<file path="src/hw/irq_bank_pkg.sv">
// Package: register map, field layout and reset values of the irq bank
package irq_bank_pkg;
    localparam int ADDR_W = 8; // Register address width
    localparam int DATA_W = 32; // Register data width
    localparam int LINES_LO = 32; // Lines 0 to 31
    localparam int LINES_HI = 18; // Lines 32 to 49
    // Byte offsets, chosen for this bank
    localparam logic [7:0] OFS_ENABLE_SET_LO = 8'h00;
    localparam logic [7:0] OFS_ENABLE_SET_HI = 8'h04;
    localparam logic [7:0] OFS_ENABLE_CLEAR_LO = 8'h08;
    localparam logic [7:0] OFS_ENABLE_CLEAR_HI = 8'h0C;
    localparam logic [7:0] OFS_PEND_SET_LO = 8'h10;
    localparam logic [7:0] OFS_PEND_SET_HI = 8'h14;
    localparam logic [7:0] OFS_PEND_CLEAR_LO = 8'h18;
    localparam logic [7:0] OFS_PEND_CLEAR_HI = 8'h1C;
    // Field positions of the high bank
    localparam int HI_FIELD_MSB = 17;
    localparam int HI_FIELD_LSB = 0;
    // Reset values
    localparam logic [31:0] ENABLE_LO_RST = 32'h0000_0000;
    localparam logic [17:0] ENABLE_HI_RST = 18'h0_0000;
    localparam logic [31:0] PEND_LO_RST = 32'h0000_0000;
    localparam logic [17:0] PEND_HI_RST = 18'h0_0000;
endpackage : irq_bank_pkg

</file>
<file path="src/hw/irq_state_bits.sv">
// Per-line enable/pending state with set and clear strobes
module irq_state_bits
    import irq_bank_pkg::*;
#(
    parameter int N = 32,
    parameter logic [N-1:0] RST_VAL = '0
)
(
    input wire logic clk, // System clock
    input wire logic rst, // Synchronous reset
    input wire logic [N-1:0] set_bits, // Mask of set requests, any number of ones
    input wire logic [N-1:0] clr_bits, // Mask of clear requests, any number of ones
    output logic [N-1:0] state // Current state
);
    logic [N-1:0] state_reg; // Stored state
    logic [N-1:0] state_next; // Next state
    // Clear applied first so a set in the same cycle wins
    assign state_next = (state_reg & ~clr_bits) | set_bits;
    assign state = state_reg;

    // State update
    always_ff @(posedge clk)
    begin
        if (rst)
            state_reg <= RST_VAL;
        else
            state_reg <= state_next;
    end
endmodule : irq_state_bits

</file>
<file path="src/hw/irq_enable_clear_pending_set.sv">
// Enable and pending bank for interrupt lines 0 to 49
// What this block does
// - Clear-enable high bits 17:0 are lines 49:32
// - Writing one to clear-enable disables the line
// - Writing zero to clear-enable changes nothing
// - Clear-enable read returns current enable state
// - Set-pending low holds lines 0 to 31
// - Writing one pends enabled non-pending line only
// - Clear-pending clears; set-pending read shows pending
// - Set-enable shares enable state, one enables
//
// Overview for the next engineer:
// Each interrupt line owns one enable bit and one pending bit.
// Software never writes these bits directly; it writes masks of ones
// to a set word or a clear word, and zeros in a mask leave the bit
// alone. This is what lets several software threads touch different
// lines without a read-modify-write race on a shared word.
//
// The enable state is shared by the set and the clear banks, so both
// addresses read back the same live state.
//
// Limitations:
// - Bits 31:18 of every high word are not stored; they read as zero.
// - A pend request on a disabled line is dropped, not remembered, so
//   enabling the line later does not raise the old request.
// - The pending state has no defined reset value for software; zero
//   is used here so that simulation never starts with unknowns.
// - Unmapped addresses are silently ignored on write and read zero.
//
// Timing:
// - A write takes effect on the state at the edge that samples it.
// - Read data appear in the cycle after the read strobe, then return
//   to zero, so a bus that samples late sees zero, not stale data.
module irq_enable_clear_pending_set
    import irq_bank_pkg::*;
(
    input wire logic CLOCK, // 125 MHz system clock
    input wire logic RST, // Synchronous reset, active high
    input wire logic [ADDR_W-1:0] ADDR, // Register byte address
    input wire logic [DATA_W-1:0] WDATA, // Write data
    input wire logic WR, // Write strobe
    input wire logic RD, // Read strobe
    output logic [DATA_W-1:0] RDATA, // Read data, cycle after strobe
    output logic [49:0] IRQ_ENABLE, // Enable state per line
    output logic [49:0] IRQ_PENDING // Pending state per line
);
    // Address match, shared by every write decode
    function automatic logic reg_hit
    (
        input logic [ADDR_W-1:0] a, // Address on the bus
        input logic [7:0] ofs // Offset of one register
    );
        return (a == ofs);
    endfunction : reg_hit

    // Zero pad of an 18-bit high field to a full data word
    function automatic logic [DATA_W-1:0] pad_hi
    (
        input logic [17:0] f // High field
    );
        return {14'h0, f};
    endfunction : pad_hi

    // Register decode: one strobe per writable word
    // Enable set, low and high word
    wire wr_en_set_lo = WR && reg_hit(ADDR, OFS_ENABLE_SET_LO);
    wire wr_en_set_hi = WR && reg_hit(ADDR, OFS_ENABLE_SET_HI);
    // Enable clear, low and high word
    wire wr_en_clr_lo = WR && reg_hit(ADDR, OFS_ENABLE_CLEAR_LO);
    wire wr_en_clr_hi = WR && reg_hit(ADDR, OFS_ENABLE_CLEAR_HI);
    // Pend set, low and high word
    wire wr_pd_set_lo = WR && reg_hit(ADDR, OFS_PEND_SET_LO);
    wire wr_pd_set_hi = WR && reg_hit(ADDR, OFS_PEND_SET_HI);
    // Pend clear, low and high word
    wire wr_pd_clr_lo = WR && reg_hit(ADDR, OFS_PEND_CLEAR_LO);
    wire wr_pd_clr_hi = WR && reg_hit(ADDR, OFS_PEND_CLEAR_HI);

    logic [31:0] enable_lo; // Enable state lines 0..31
    logic [17:0] enable_hi; // Enable state lines 32..49
    logic [31:0] pend_lo; // Pending state lines 0..31
    logic [17:0] pend_hi; // Pending state lines 32..49
    logic [DATA_W-1:0] rdata_reg; // Registered read data
    logic [DATA_W-1:0] rdata_next; // Read data to capture

    // Only the high field is kept; bits 31:18 never reach the state
    wire [17:0] wdata_hi = WDATA[HI_FIELD_MSB:HI_FIELD_LSB];

    // Ones enable, zeros ignored
    wire [31:0] enable_set_bits_lo =
        wr_en_set_lo ? WDATA : 32'h0000_0000;
    wire [17:0] enable_set_bits_hi =
        wr_en_set_hi ? wdata_hi : 18'h0_0000;
    // Ones disable, zeros ignored; bit n of the high word is line 32+n
    wire [31:0] enable_clear_bits_lo =
        wr_en_clr_lo ? WDATA : 32'h0000_0000;
    wire [17:0] enable_clear_bits_hi =
        wr_en_clr_hi ? wdata_hi : 18'h0_0000;

    // Pend only lines enabled and not yet pending
    wire [31:0] pend_set_bits_lo =
        wr_pd_set_lo ? (WDATA & enable_lo & ~pend_lo)
                     : 32'h0000_0000;
    wire [17:0] pend_set_bits_hi =
        wr_pd_set_hi ? (wdata_hi & enable_hi & ~pend_hi)
                     : 18'h0_0000;
    wire [31:0] pend_clear_bits_lo =
        wr_pd_clr_lo ? WDATA : 32'h0000_0000;
    wire [17:0] pend_clear_bits_hi =
        wr_pd_clr_hi ? wdata_hi : 18'h0_0000;

    // Enable state, shared by the set and clear banks
    irq_state_bits #(.N(32), .RST_VAL(ENABLE_LO_RST)) u_en_lo
    (
        .clk(CLOCK),
        .rst(RST),
        .set_bits(enable_set_bits_lo),
        .clr_bits(enable_clear_bits_lo),
        .state(enable_lo)
    );
    irq_state_bits #(.N(18), .RST_VAL(ENABLE_HI_RST)) u_en_hi
    (
        .clk(CLOCK),
        .rst(RST),
        .set_bits(enable_set_bits_hi),
        .clr_bits(enable_clear_bits_hi),
        .state(enable_hi)
    );
    // Pending state; reset value is left undefined by software, zero here
    irq_state_bits #(.N(32), .RST_VAL(PEND_LO_RST)) u_pd_lo
    (
        .clk(CLOCK),
        .rst(RST),
        .set_bits(pend_set_bits_lo),
        .clr_bits(pend_clear_bits_lo),
        .state(pend_lo)
    );
    irq_state_bits #(.N(18), .RST_VAL(PEND_HI_RST)) u_pd_hi
    (
        .clk(CLOCK),
        .rst(RST),
        .set_bits(pend_set_bits_hi),
        .clr_bits(pend_clear_bits_hi),
        .state(pend_hi)
    );

    // Read mux; unmapped addresses read zero, high words pad with zero
    always_comb
    begin
        case (ADDR)
            OFS_ENABLE_SET_LO, OFS_ENABLE_CLEAR_LO:
                rdata_next = enable_lo;
            OFS_ENABLE_SET_HI, OFS_ENABLE_CLEAR_HI:
                rdata_next = pad_hi(enable_hi);
            OFS_PEND_SET_LO, OFS_PEND_CLEAR_LO:
                rdata_next = pend_lo;
            OFS_PEND_SET_HI, OFS_PEND_CLEAR_HI:
                rdata_next = pad_hi(pend_hi);
            default:
                rdata_next = 32'h0000_0000;
        endcase
    end

    // Read data stands only in the cycle after the strobe
    always_ff @(posedge CLOCK)
    begin
        if (RST)
            rdata_reg <= 32'h0000_0000;
        else if (RD)
            rdata_reg <= rdata_next;
        else
            rdata_reg <= 32'h0000_0000;
    end

    // Read data come straight from the flip-flop
    assign RDATA = rdata_reg;
    // Line n is bit n; the high bank sits above line 31
    assign IRQ_ENABLE = {enable_hi, enable_lo};
    // Pending view in the same line order as the enables
    assign IRQ_PENDING = {pend_hi, pend_lo};
endmodule : irq_enable_clear_pending_set

</file>
<file path="config.mk">
export PLATFORM = sky130hd
export DESIGN_NAME = irq_enable_clear_pending_set
export DESIGN_NICKNAME = d
export VERILOG_FILES = /design/src/hw/irq_bank_pkg.sv /design/src/hw/irq_state_bits.sv /design/src/hw/irq_enable_clear_pending_set.sv
export SDC_FILE = /design/constraint.sdc
export NUM_CORES = 1
export LEC_CHECK = 0
export ABC_AREA = 1
export BUFFER_PORTS_ARGS = -buffer_cell sky130_fd_sc_hd__clkbuf_2
export CAP_MARGIN = 20
export CORE_AREA = 2 2 120 122
export CTS_BUF_LIST = sky130_fd_sc_hd__clkbuf_8
export DETAILED_ROUTE_END_ITERATION = 10
export DIE_AREA = 0 0 122 124
export GPL_TIMING_DRIVEN = 0
export PLACE_DENSITY = 0.78
export SLEW_MARGIN = 20
export SYNTH_ARGS = -nofsm -noshare
export SYNTH_HDL_FRONTEND = slang
export SYNTH_HIERARCHICAL = 1
export SYNTH_SLANG_ARGS = --single-unit
</file>
<file path="constraint.sdc">
create_clock -name CLOCK -period 1.2 [get_ports CLOCK]
set_input_delay 0.06 -clock CLOCK [delete_from_list [all_inputs] [get_ports CLOCK]]
set_output_delay 0.06 -clock CLOCK [all_outputs]
set_load 0.02 [all_outputs]
</file>
==> summary by stage <==
Worst hold path
The type of the tightest min-delay check is in -> reg.

Route
The routed design uses 9490 um of met2 wire. The first detailed-routing pass ran for 5 iterations. The wire length per cell after detailed routing is roughly 14 um. The met3 routed wirelength is 1790 um.

In the routed design, unresolved DRC markers number 0. After detailed routing, the number of vias per cell comes to 4.79. The first routing iteration left 559 violations. The antenna violation net count after detailed routing is 0. The total number of vias is just over 7000. The highest metal layer used by the detailed router is met4.

The met1 wire length is 8800 um. Summed over all layers, the routed wires come to between 20000 and 25000 um.

Floorplanning
Once the floorplan was initialized, standard cells occupied 49.4% of the core. After floorplanning, the core was divided into 43 placement rows. The die outline width is between 100 and 150 um. The die span in y is roughly 120 um. The die footprint is ~0.015 mm^2. The number of I/O pins is 176. The core region is 0.0137 mm^2.

Clock network
The number of clock buffers added by TritonCTS is 17. The clock net sink count is approximately 130. The later pin in the worst-skew pair is clocked with a latency of 450 ps.

The number of buffers inserted by post-CTS setup repair is 0. The register clock-pin slew on the reported worst setup and hold paths is about 80 ps. In this run the deepest clock path goes through 2 buffers. The number of H-tree levels is 4. The TritonCTS clock tree is built. The clock tree root buffer cell is sky130_fd_sc_hd__clkbuf_8.

Timing
The final setup violation count is 0. The setup slack after layout is 60.2 ps. The clock period could shrink to about 1100 ps.

Setup repair after global routing could not meet its margin everywhere. The number of hold violations in the final report was 0. The share of the cycle needed by the critical path after routing is 95.0%.

The headroom to the max-slew limit is 59.1%. For the pin with the worst max-slew slack, the measured transition is around 600 ps. The final number of max-transition violations was 0. The final worst clock skew is about 9 ps.

The top achievable clock speed is slightly below 0.9 GHz.

Power
The leakage power summed over all cells is 3.59 nW. For this design the total switching power over the nets is roughly 0.0022 W. The areal power density over the cells is 1030 mW/mm^2.

Summing internal, switching and leakage power gives 0.00888 W. Registers are responsible for 49.3% of the overall power. The internal portion of the total power is 0.00673 W. The worst vdd rail ir drop is 0.550 mV. In this run, the clock network consumes 45.0% of the power. In this run switching power makes up 24.2% of total power. The power share of the combinational group is 5.6%.

Status
The flow ran to the end, and the final reports show no timing, DRC or antenna violations.

Global route
The via count of the first global-routing pass is 6276. The first global-routing pass estimated between 30000 and 40000 um of wire. For this run, the total global-route usage over all layers was measured as a little over a quarter. The aggregate global routing overflow is 0.

The largest net degree at the start of global routing is 17. The number of antenna violations at the first check in global routing came to 0.

Setup path
The kind of cell adding the most delay to the critical path is flip-flops. The critical path buffer and inverter count is 1. Data arrives at the worst endpoint at 1080 ps. For this design, the slowest cell found on the critical path is sky130_fd_sc_hd__dfxtp_1. The critical path goes through clkbuf_2. The critical path class is reg -> out. Of all nets on the critical path, the largest fanout is 4. The endpoint required time on the critical path is 1140 ps. The largest stage delay on the critical path is 430 ps.

The element type at the critical path end is an output port. The worst setup path is launched from a flop.

Layout
The antenna diode instance count is 0. Measured on the finished design, the core utilization comes to 63.0%. The layout net count is roughly 1400.

After routing the design area is 0.00864 mm^2. The post-route netlist has 22.2% of its cells at a drive strength greater than 1. The filler-free cell count of the finished design is 1501. The storage element area is 0.00264 mm^2. Compared with the post-synthesis result, the final layout area differs by 27.4%.

In the final layout, the multi-input gates occupy 0.00297 mm^2. The count of fill cells added during filler insertion is around 1300.

Logic synthesis
The netlist uses 23 different library cells. The cell count after synthesis came out at between 1000 and 1500. The netlist area before placement is between 0.006 and 0.007 mm^2. Yosys printed 6 warnings. Each instance of the synthesized netlist takes up on average around 6.3 um^2. Synthesis inferred ~130 register bits. The sequential fraction of the synthesis area is 39.0%. The number of nets in the synthesized netlist is 1128.

Place
The count of buffers added on input and output ports is 174. At the end of routability-driven placement, the weighted congestion stood at 0.845. The detailed placement HPWL is roughly 14000 um.

Once placement completed, the tool counted placed cells totaling 1438. The minimum setup slack after placement is -484 ps. The total cell area at the placement stage is approximately 0.0079 mm^2.

Job
The max capacitance violation total is 0.
==> what timing repair did <==
| item | 4_1_cts | 5_1_grt |
|---|---|---|
| setup endpoints to repair | 0 | 82 |
| hold buffers | 32 | 0 |
| hold endpoints to repair | 64 | 0 |
| gates resized for setup | 0 | 28 |
==> cell type report <==
type                       instances  share of cell area, %
buffer                            36                   3.27
clock buffer                      19                   3.03
clock inverter                    13                   1.82
inverter                         242                   10.5
multi-input combinational        673                   34.4
sequential                       132                   30.6
tap                              180                   2.61
timing repair buffer             206                   13.8
==> path summary, 6_finish.rpt <==
check	depth (start not counted)	slack, ps	end	from
min reg2reg	2	490	u_en_hi/state[17]$_SDFF_PP0_	u_en_hi/state[17]$_SDFF_PP0_
max	1	60	IRQ_PENDING[43]	u_pd_hi/state[11]$_SDFF_PP0_
max reg2reg	4	220	u_pd_lo/state[29]$_SDFF_PP0_	u_en_lo/state[29]$_SDFF_PP0_
min	2	70	u_en_lo/state[28]$_SDFF_PP0_	RST
==> power by group through the flow <==
stage          registers, W  clock network (W)  logic (W)
2_1_floorplan       0.00449                  0   0.000220
3_3_place_gp        0.00448                  0   0.000403
3_5_place_dp        0.00448                  0   0.000406
4_1_cts             0.00438            0.00404   0.000489
5_1_grt             0.00438            0.00424   0.000540
6_report            0.00438            0.00400   0.000500
==> cells in the mapped netlist (all sizes together) <==
cell type    n  share of area (%)
nor3        50                3.7
a21oi      114                9.7
nor2       194                 11
inv        242                 13
buf         22                3.2
dfxtp      132                 39
nand2      306                 18
nand3        8               0.89
clkbuf      15               0.83
nand4        1              0.092
==> logic make-up (layout without fill, tap and decap cells) <==
group,after synthesis,in the layout,synth area share (%)
simple gates,559,559,33.9
flops,132,132,39.0
buf+inv,279,516,17.4
compound gates,114,114,9.74
==> cells in the final DEF (no fill, tap or decap), types with 6 or more instances in the layout <==
cell,n
sky130_fd_sc_hd__nand2_1,287
sky130_fd_sc_hd__inv_1,237
sky130_fd_sc_hd__nor2_1,189
sky130_fd_sc_hd__clkbuf_2,182
sky130_fd_sc_hd__dfxtp_1,132
sky130_fd_sc_hd__a21oi_1,94
sky130_fd_sc_hd__nor3_1,50
sky130_fd_sc_hd__dlygate4sd3_1,32
sky130_fd_sc_hd__clkbuf_8,19
sky130_fd_sc_hd__a21oi_2,18
sky130_fd_sc_hd__nand2_2,16
sky130_fd_sc_hd__buf_2,9
sky130_fd_sc_hd__buf_6,9
sky130_fd_sc_hd__inv_2,6
==> routing by layer <==
metal / GRT usage [%] / up-vias
met5: 0 / -
met4: 8.19 / 0
met3: 6.46 / 30
met2: 44.6 / 302
met1: 35.2 / 3226
li1: - / 3625
==> through the flow <==
step           setup TNS (ps)  hold WS, ps
4_1_cts                     0         36.3
5_1_grt                 -3.12         65.8
6_report                    0         65.8
3_5_place_dp           -37600          405
2_1_floorplan               0          129
3_3_place_gp           -36860          396
No activity file was read; power rests on OpenSTA's default activity.
